`config.mk`:
```
export PLATFORM = sky130hd
export DESIGN_NAME = sac_atten_host_flat
export DESIGN_NICKNAME = d
export VERILOG_FILES = /design/src/rtl/sac_pkg.sv /design/src/rtl/sac_if.sv /design/src/rtl/sac_atten_host.sv /design/src/flat_wrapper.sv
export SDC_FILE = /design/constraint.sdc
export NUM_CORES = 1
export LEC_CHECK = 0
export BUFFER_PORTS_ARGS = -buffer_cell sky130_fd_sc_hd__buf_2
export CAP_MARGIN = 25
export CORE_UTILIZATION = 45
export CTS_CLUSTER_SIZE = 12
export DETAILED_ROUTE_END_ITERATION = 10
export GPL_ROUTABILITY_DRIVEN = 0
export GPL_TIMING_DRIVEN = 0
export PLACE_DENSITY_LB_ADDON = 0.3
export SETUP_SLACK_MARGIN = 0.1
export SYNTH_ARGS = -nofsm -noshare
export SYNTH_HDL_FRONTEND = slang
export SYNTH_SLANG_ARGS = --single-unit
```
`constraint.sdc`:
```
create_clock -name clk -period 2.35 [get_ports clk]
set_input_delay 0.1175 -clock clk [delete_from_list [all_inputs] [get_ports clk]]
set_output_delay 0.1175 -clock clk [all_outputs]
set_load 0.02 [all_outputs]
```
`src/rtl/sac_pkg.sv`:
```
// Shared constants and types for the step attenuator serial control
`default_nettype none
package sac_pkg;
    // Serial frame layout
    localparam int FRAME_BITS = 28;
    localparam int WORD_BITS = 5;
    localparam int NUM_PRESETS = 4;
    localparam int FRAME_MSB = 27;
    localparam int PRESET1_LSB = 8;
    localparam logic [7:0] RESERVED_FILL = 8'h00;
    localparam logic [7:0] GOOD_FRAME_LEN = 8'h1c;

    typedef logic [WORD_BITS-1:0] sac_word_t;
    typedef logic [7:0] sac_count_t;

    // Reset values
    localparam sac_word_t PRESET_RESET = 5'h00;
    localparam logic [27:0] FRAME_RESET = 28'h0000000;
    localparam sac_count_t COUNT_RESET = 8'h00;

    // Host timing: serial clock half period
    localparam int CLK_PERIOD_NS = 8;
    localparam int SCLK_HALF_NS = 32;
    localparam int SCLK_HALF_CYC_INT =
        (SCLK_HALF_NS + CLK_PERIOD_NS - 1) / CLK_PERIOD_NS;
    localparam logic [3:0] SCLK_HALF_CYC =
        4'(SCLK_HALF_CYC_INT < 1 ? 1 : SCLK_HALF_CYC_INT);

    // Host register offsets
    localparam logic [7:0] REG_CTRL = 8'h00;
    localparam logic [7:0] REG_PARALLEL = 8'h04;
    localparam logic [7:0] REG_PRESET1 = 8'h08;
    localparam logic [7:0] REG_PRESET2 = 8'h0c;
    localparam logic [7:0] REG_PRESET3 = 8'h10;
    localparam logic [7:0] REG_PRESET4 = 8'h14;
    localparam logic [7:0] REG_SEND = 8'h18;
    localparam logic [7:0] REG_STATUS = 8'h1c;

    // Host register fields
    localparam int CTRL_SOURCE_BIT = 0;
    localparam int CTRL_STATE_LO_BIT = 1;
    localparam int CTRL_STATE_HI_BIT = 2;
    localparam int STATUS_BUSY_BIT = 0;

    // Preset word n (0 = first) out of a full frame
    function automatic sac_word_t sac_preset_field(
        input logic [27:0] frame, input int idx);
        sac_preset_field = frame[PRESET1_LSB + WORD_BITS*idx +: WORD_BITS];
    endfunction
endpackage
`default_nettype wire

```
`src/rtl/sac_if.sv`:
```
// Serial link and control pins between host and attenuator
`default_nettype none
interface sac_if;
    logic sclk;
    logic csN;
    logic sdi;
    logic controlSourceSelect;
    logic stateSelLo;
    logic stateSelHi;
    logic [4:0] parallelAttenInputs;

    // Attenuator end only listens
    modport dev (
        input sclk,
        input csN,
        input sdi,
        input controlSourceSelect,
        input stateSelLo,
        input stateSelHi,
        input parallelAttenInputs
    );

    // Host end drives every pin
    modport host (
        output sclk,
        output csN,
        output sdi,
        output controlSourceSelect,
        output stateSelLo,
        output stateSelHi,
        output parallelAttenInputs
    );
endinterface
`default_nettype wire

```
`src/rtl/sac_atten_host.sv`:
```
// Host end: register port that drives the attenuator link
//
// Design decisions made here: the strobed register port and the register offsets.
`default_nettype none
module sac_atten_host (
    // System
    input wire logic clk,
    input wire logic reset,
    // Register port
    input wire logic [7:0] addr,
    input wire logic [31:0] wrData,
    input wire logic wrStrobe,
    input wire logic rdStrobe,
    output logic [31:0] rdData,
    // Link to the attenuator
    sac_if.host link
);

    typedef enum logic [2:0] {
        SAC_IDLE, SAC_LOW, SAC_HIGH, SAC_TAIL, SAC_GAP
    } sac_phase_e;

    typedef struct packed {
        sac_phase_e phase;
        logic [3:0] halfCnt;
        logic [4:0] bitIdx;
        logic [27:0] frame;
        logic [3:0][4:0] presets;
        logic source;
        logic stateLo;
        logic stateHi;
        logic [4:0] parallel;
        logic sclk;
        logic csN;
        logic sdi;
        logic [4:0] parOut;
        logic [31:0] rdData;
    } sac_host_s;

    sac_host_s q;
    sac_host_s n;
    logic halfDone;

    assign halfDone = (q.halfCnt == 4'(sac_pkg::SCLK_HALF_CYC - 4'h1));

    // Register access, frame sequencer and pin drive
    always_comb begin
        n = q;
        n.rdData = 32'h00000000;
        n.halfCnt = halfDone ? 4'h0 : 4'(q.halfCnt + 4'h1);
        if (wrStrobe) begin
            unique case (addr)
                sac_pkg::REG_CTRL: begin
                    n.source = wrData[sac_pkg::CTRL_SOURCE_BIT];
                    n.stateLo = wrData[sac_pkg::CTRL_STATE_LO_BIT];
                    n.stateHi = wrData[sac_pkg::CTRL_STATE_HI_BIT];
                end
                sac_pkg::REG_PARALLEL: n.parallel = wrData[4:0];
                sac_pkg::REG_PRESET1: n.presets[0] = wrData[4:0];
                sac_pkg::REG_PRESET2: n.presets[1] = wrData[4:0];
                sac_pkg::REG_PRESET3: n.presets[2] = wrData[4:0];
                sac_pkg::REG_PRESET4: n.presets[3] = wrData[4:0];
                default: ;
            endcase
        end
        if (rdStrobe) begin
            unique case (addr)
                sac_pkg::REG_CTRL: n.rdData = {29'h0, q.stateHi,
                                               q.stateLo, q.source};
                sac_pkg::REG_PARALLEL: n.rdData = {27'h0, q.parallel};
                sac_pkg::REG_PRESET1: n.rdData = {27'h0, q.presets[0]};
                sac_pkg::REG_PRESET2: n.rdData = {27'h0, q.presets[1]};
                sac_pkg::REG_PRESET3: n.rdData = {27'h0, q.presets[2]};
                sac_pkg::REG_PRESET4: n.rdData = {27'h0, q.presets[3]};
                sac_pkg::REG_STATUS:
                    n.rdData = {31'h0, q.phase != SAC_IDLE};
                default: n.rdData = 32'h00000000;
            endcase
        end
        // Parallel pins forced low while the serial words rule
        n.parOut = n.source ? 5'h00 : n.parallel;
        // Frame sequencer; a send while busy is ignored
        unique case (q.phase)
            SAC_IDLE: begin
                n.halfCnt = 4'h0;
                if (wrStrobe && addr == sac_pkg::REG_SEND) begin
                    n.frame = {q.presets[3], q.presets[2], q.presets[1],
                               q.presets[0],
                               sac_pkg::RESERVED_FILL};
                    n.csN = 1'b0;
                    n.sclk = 1'b0;
                    n.bitIdx = 5'(sac_pkg::FRAME_MSB);
                    n.sdi = n.frame[sac_pkg::FRAME_MSB];
                    n.phase = SAC_LOW;
                end
            end
            SAC_LOW: if (halfDone) begin
                n.sclk = 1'b1;
                n.phase = SAC_HIGH;
            end
            SAC_HIGH: if (halfDone) begin
                n.sclk = 1'b0;
                if (q.bitIdx == 5'h00) begin
                    n.phase = SAC_TAIL;
                end else begin
                    // Next bit set up a full half period before its edge
                    n.bitIdx = 5'(q.bitIdx - 5'h01);
                    n.sdi = q.frame[n.bitIdx];
                    n.phase = SAC_LOW;
                end
            end
            SAC_TAIL: if (halfDone) begin
                n.csN = 1'b1;
                n.sdi = 1'b0;
                n.phase = SAC_GAP;
            end
            SAC_GAP: if (halfDone) begin
                n.phase = SAC_IDLE;
            end
        endcase
    end

    always_ff @(posedge clk or posedge reset) begin
        if (reset) begin
            q <= '0;
            q.phase <= SAC_IDLE;
            q.csN <= 1'b1;
        end else begin
            q <= n;
        end
    end

    // Pins straight from flip-flops
    assign link.sclk = q.sclk;
    assign link.csN = q.csN;
    assign link.sdi = q.sdi;
    assign link.controlSourceSelect = q.source;
    assign link.stateSelLo = q.stateLo;
    assign link.stateSelHi = q.stateHi;
    assign link.parallelAttenInputs = q.parOut;
    assign rdData = q.rdData;

endmodule
`default_nettype wire

```
`src/flat_wrapper.sv`:
```
// flat-port wrapper written by rule: the top's interface ports become plain ports
module sac_atten_host_flat 
  (clk, reset, addr, wrData, wrStrobe, rdStrobe, rdData, link_sclk, link_csN, link_sdi, link_controlSourceSelect, link_stateSelLo, link_stateSelHi, link_parallelAttenInputs);
  sac_if link_i ();
  input wire logic clk;
  input wire logic reset;
  input wire logic [7:0] addr;
  input wire logic [31:0] wrData;
  input wire logic wrStrobe;
  input wire logic rdStrobe;
  output logic [31:0] rdData;
  output wire logic [$bits(link_i.sclk)-1:0] link_sclk;
  output wire logic [$bits(link_i.csN)-1:0] link_csN;
  output wire logic [$bits(link_i.sdi)-1:0] link_sdi;
  output wire logic [$bits(link_i.controlSourceSelect)-1:0] link_controlSourceSelect;
  output wire logic [$bits(link_i.stateSelLo)-1:0] link_stateSelLo;
  output wire logic [$bits(link_i.stateSelHi)-1:0] link_stateSelHi;
  output wire logic [$bits(link_i.parallelAttenInputs)-1:0] link_parallelAttenInputs;
  assign link_sclk = link_i.sclk;
  assign link_csN = link_i.csN;
  assign link_sdi = link_i.sdi;
  assign link_controlSourceSelect = link_i.controlSourceSelect;
  assign link_stateSelLo = link_i.stateSelLo;
  assign link_stateSelHi = link_i.stateSelHi;
  assign link_parallelAttenInputs = link_i.parallelAttenInputs;
  sac_atten_host u_core (.clk(clk), .reset(reset), .addr(addr), .wrData(wrData), .wrStrobe(wrStrobe), .rdStrobe(rdStrobe), .rdData(rdData), .link(link_i));
endmodule
```
; ---- Yosys cells after proc, flatten, opt, wreduce, memory -nomap -nowiden
; Cells that the tools add are included.
; W data, S select, Z words.
[totals]
reg_bits = 100
out_inout_bits = 43
[classes]
reduce_logical = 20
eq_ne = 18
magnitude_cmp = 1
n_mux = 30
n_addsub = 2
[op_table]
columns = operator, count
row1 = $pmux W5 S7, 1
row2 = $mux W33, 1
row3 = $eq A8 B5 Y1 const B, 4
row4 = $mux W32, 1
row5 = $mux W3, 7
row6 = $mux W5, 4
row7 = $eq A8 B4 Y1 const B, 2
row8 = $pmux W3 S5, 1
row9 = $reduce_and A2 Y1, 6
row10 = $ne A2 B1 Y1 const B, 5
row11 = $pmux W5 S2, 1
row12 = $reduce_and A5 Y1, 2
row13 = $reduce_bool A3 Y1, 3
row14 = $eq A8 B3 Y1 const B, 1
row15 = $logic_not A8 Y1, 1
row16 = $mux W4, 2
row17 = $mux W8, 1
row18 = $reduce_and A4 Y1, 2
row19 = $eq A3 B2 Y1 const B, 2
row20 = $lt A5 B6 Y1 const B, 1
row21 = $pmux W1 S3, 2
row22 = $bmux W1 S5, 1
row23 = $logic_not A5 Y1, 1
row24 = $mux W1, 5
row25 = 12 further kinds, 14

; ---- Depth between registers and ports, before layout
[logic_depth]
word_depth = 6
ltp_mapped = 9
mapped_depth_nobuf = 7

; ---- Worst setup path before layout
; OpenSTA, ideal clock, no wires.
[synth_timing]
kind = register -> register
start = register u_core.q[96] (netlist name)
end = register u_core.q[99] (netlist name)
path_slack_ns = 0.284
arrival_ns = 1.947
setup_time_ns = 0.118
stages_incl_launch_ff = 10
n_path_buf = 2
required_ns = 2.232
path_cell_list = dfrtp_1 -> buf_2 -> inv_1 -> ha_1 -> or4b_2 -> nand3_1 -> a211o_1 -> buf_6 -> a211oi_1 -> a21o_1
[synth_via]
elab_chain_cells = 4
elab_cells_between_ends = 7
classes_between = add/sub (1) / eq/ne (1) / mux (3) / reduce/logical (2)
[synth_lines]
columns = item, line_no
row1 = start: declaration, sac_atten_host.sv:40  ; sac_host_s q;
row2 = start signal: assignment, sac_atten_host.sv:129  ; q <= n;
row3 = $sub A5 B1 Y5, sac_atten_host.sv:107  ; n.bitIdx = 5'(q.bitIdx - 5'h01);
row4 = $mux W5, sac_atten_host.sv:103  ; if (q.bitIdx == 5'h00) begin
row5 = $mux W5, sac_atten_host.sv:101  ; SAC_HIGH: if (halfDone) begin
row6 = $pmux W5 S2, sac_atten_host.sv:83  ; unique case (q.phase)
; Parallel ways exist; a longest one is shown, timed or not. The select of a mux whose other input is x is not followed.
; A chain may end at the register's enable or synchronous reset.

; ---- Worst setup path after layout
; Same ends and word-level chain as after synthesis.

==> results.json <==
{
  "status": "finished clean",
  "grt_pass1_wl_um": 11900,
  "r2r-end": "u_core.q[99]$_DFFE_PP0P_",
  "num_antenna_cells": 0,
  "core_um2": 7888,
  "rr_worst_depth": 9,
  "setup_ws_ns": 0.2129,
  "drtIter0Drc": 87,
  "synth_top_area_frac": 0.4802,
  "fmaxAchievable_mhz": 467.9,
  "tritoncts": "yes",
  "ioPinCount": 87,
  "critPathRequiredTime_ns": 2.59,
  "fin_skew_ns": 0.01016,
  "cp_max_fo": 10,
  "avgRoutedWirePerCell_um": 15.01,
  "hp-start": "wrData[3]",
  "antenna_left": 0,
  "synth_edf_count": 0,
  "hold_end": "u_core.q[66]$_DFFE_PP0P_",
  "yosys_register_bits": 73,
  "yosysWarnings": 0,
  "finalSetupViolCount": 0,
  "io_buffers": 31,
  "finalHoldViolations": 0,
  "initial_core_util": 0.4757,
  "rsz0062_at_grt": "yes",
  "drive_above_1_share": 0.4354,
  "timing.slew.headroom": 0.5689,
  "hold_class": "in2reg",
  "holdPathStages": 2,
  "async_flop_share": 1.000,
  "ys.flop_type": "dfrtp_1",
  "cts-root-buf": "clkbuf_8",
  "path_clk_slew_ns": 0.07,
  "numCtsBuffers": 9,
  "antenna_found_initial": 0,
  "fp.dieW_um": 93.32,
  "end_kind": "flop",
  "tightest_slew_ns": 0.6418,
  "ir_drop_mv": 0.4681,
  "nets": 420,
  "h-tree-depth": 3,
  "worstSetupStartpoint": "u_core.q[96]$_DFFE_PP0P_",
  "track_usage": 0.1811,
  "seq_area_frac_synth": 0.4872,
  "arrival_ns": 2.38,
  "cts_sinks": 73,
  "worstReg2RegStart": "u_core.q[96]$_DFFE_PP0P_",
  "num_vias": 2431,
  "post_cts_buffers": 0,
  "syn_area_um2": 3752,
  "fin_crit_ns": 2.137,
  "synth_top_area_cell": "dfrtp_1",
  "rows": 32,
  "cts_buffer_depth": 2,
  "die_h_um": 93.32,
  "routed_wl_um": 7218,
  "worstSetupPathType": "reg2reg",
  "drc_errors": 0,
  "cp-start-kind": "flop",
  "grt_pass1_vias": 2393,
  "post-route-cell-area_um2": 4425,
  "area_growth_pct": 17.94,
  "period_share": 0.9094,
  "place_ws_ns": 0.09870,
  "dp_hpwl_um": 5355,
  "synthCells": 304,
  "placed_cells": 464,
  "grt_max_degree": 55,
  "synthTopCellsByArea": "dfrtp_1 48%, mux2_2 16%, buf_4 7.4%, mux4_2 4.8%, nor2_1 2.0%",
  "synth_cell_types": 50,
  "total_leakage_power_nw": 2.208,
  "vias_per_cell": 5.054,
  "cap_violations": 0,
  "placed_area_um2": 4163,
  "fillers": 680,
  "synth.avg_cell_area_um2": 12.34,
  "ff2ff_setup_slack_ns": 0.21,
  "globalRouteOverflowTotal": 0,
  "instances_no_fill": 481,
  "design_power_total_w": 0.002668,
  "maxSlewViolCount": 0,
  "power_density_nw_per_um2": 602.9,
  "insertion_delay_ns": 0.35,
  "drtPass1Iterations": 4,
  "die-area_um2": 8708
}
[worst max-delay path: stages (launching register included)]
cell      delay [ns]
dfrtp_1         0.36
clkbuf_4        0.20
inv_4           0.09
ha_4            0.16
or4b_2          0.62
nand3_1         0.11
a211o_1         0.14
buf_6           0.13
a211oi_1        0.05
a21o_1          0.16
[Yosys cell counts, types with 3 or more instances]
library cell,count
dfrtp_1,72
mux2_2,52
buf_4,37
nor2_1,20
nand2_1,9
o21ai_0,9
mux4_2,8
a21oi_1,6
nor2b_1,6
nor3_1,6
clkbuf_1,5
nand3_1,5
buf_2,4
inv_1,4
mux2i_1,4
nand2b_1,4
xor2_1,4
a22oi_1,3
nand3b_1,3
nand4b_1,3
o31ai_1,3
[cell usage in the layout (no fill, tap or decap), types with 3 or more instances in the layout]
master / count
nand4b_1: 3
dfrtp_1: 72
conb_1: 27
nor2_1: 20
clkbuf_1: 6
nor2b_1: 6
o31ai_1: 3
nand2_1: 9
nand3b_1: 3
a22oi_1: 3
a21oi_1: 6
buf_2: 34
mux2i_1: 4
nand3_1: 5
mux2_2: 52
mux4_2: 8
xor2_1: 4
nand2b_1: 4
clkbuf_8: 11
nor3_1: 5
buf_4: 37
o21ai_0: 9
[worst max path at each step]
stage / endpoint / cells after the start
final: u_core.q[99]$_DFFE_PP0P_ / 9
after global routing: u_core.q[99]$_DFFE_PP0P_ / 9
after CTS: u_core.q[99]$_DFFE_PP0P_ / 9
after detailed placement: u_core.q[99]$_DFFE_PP0P_ / 9
after global placement: u_core.q[103]$_DFF_PP0_ / 2
after floorplan: u_core.q[99]$_DFFE_PP0P_ / 9
[flip-flops by register name, indices dropped and copies added (netlist names)]
signal	count
u_core.link.controlSourceSelect	1
u_core.link.csN	1
u_core.link.parallelAttenInputs	5
u_core.link.sclk	1
u_core.link.sdi	1
u_core.link.stateSelHi	1
u_core.link.stateSelLo	1
u_core.q	57
u_core.rdData	5
[layer usage]
metal,vias up,global-route usage,wire length [um]
li1,1172,-,-
met1,1194,0.2368,3302
met2,55,0.2996,3585
met3,10,0.03740,231
met4,0,0.06154,97
met5,-,0,0
[where the power goes]
part | switching [W] | total (W) | internal [W]
sequential | 0.0000208 | 0.00131 | 0.00128
combinational | 0.000143 | 0.000248 | 0.000105
clock | 0.000458 | 0.00111 | 0.000656
total | 0.000622 | 0.00267 | 0.00205
[cell type report]
class / count / area, um2 / share of cell area
flip-flops and latches: 73 / 1828 / 0.4131
multi-input cells: 204 / 1682 / 0.3800
plain buffers: 49 / 345.3 / 0.07803
repair buffers: 33 / 192.7 / 0.04354
clock buffers: 12 / 155.1 / 0.03506
well taps: 102 / 127.6 / 0.02884
clock inverters: 4 / 75.07 / 0.01696
inverters: 4 / 20.02 / 0.004524
[cells by family after synthesis]
kind of cell               after synthesis  share of synthesized area
adders and majority gates                2                   0.006668
buffers and inverters                   53                    0.09536
xor gates and xnor gates                 5                    0.01167
other                                    1                  0.0009994
AOI/OAI and AO/OA                       34                    0.06036
DFF                                     73                     0.4872
muxes                                   64                     0.2147
and+or+nand+nor                         72                     0.1230
[per-stage QoR]
| stage | util | hold WS [ns] | TNS, ns |
|---|---|---|---|
| 3_5_place_dp | 0.5278 | 0.08621 | 0 |
| 3_3_place_gp | 0.5240 | 0.4484 | -37.78 |
| 5_1_grt | 0.5611 | 0.1014 | 0 |
| 2_1_floorplan | - | 0.2681 | 0 |
| 6_report | 0.5611 | 0.1090 | 0 |
| 4_1_cts | 0.5585 | 0.08984 | 0 |
[repair_timing]
action | CTS | global route
endpoints found under the setup margin | 1 | 5
gates resized for setup | 1 | 5
pin swaps | 0 | 0
endpoints found under the hold margin | 19 | 0
hold buffers | 1 | 0
Note: power is estimated with default switching activity, not from simulation.
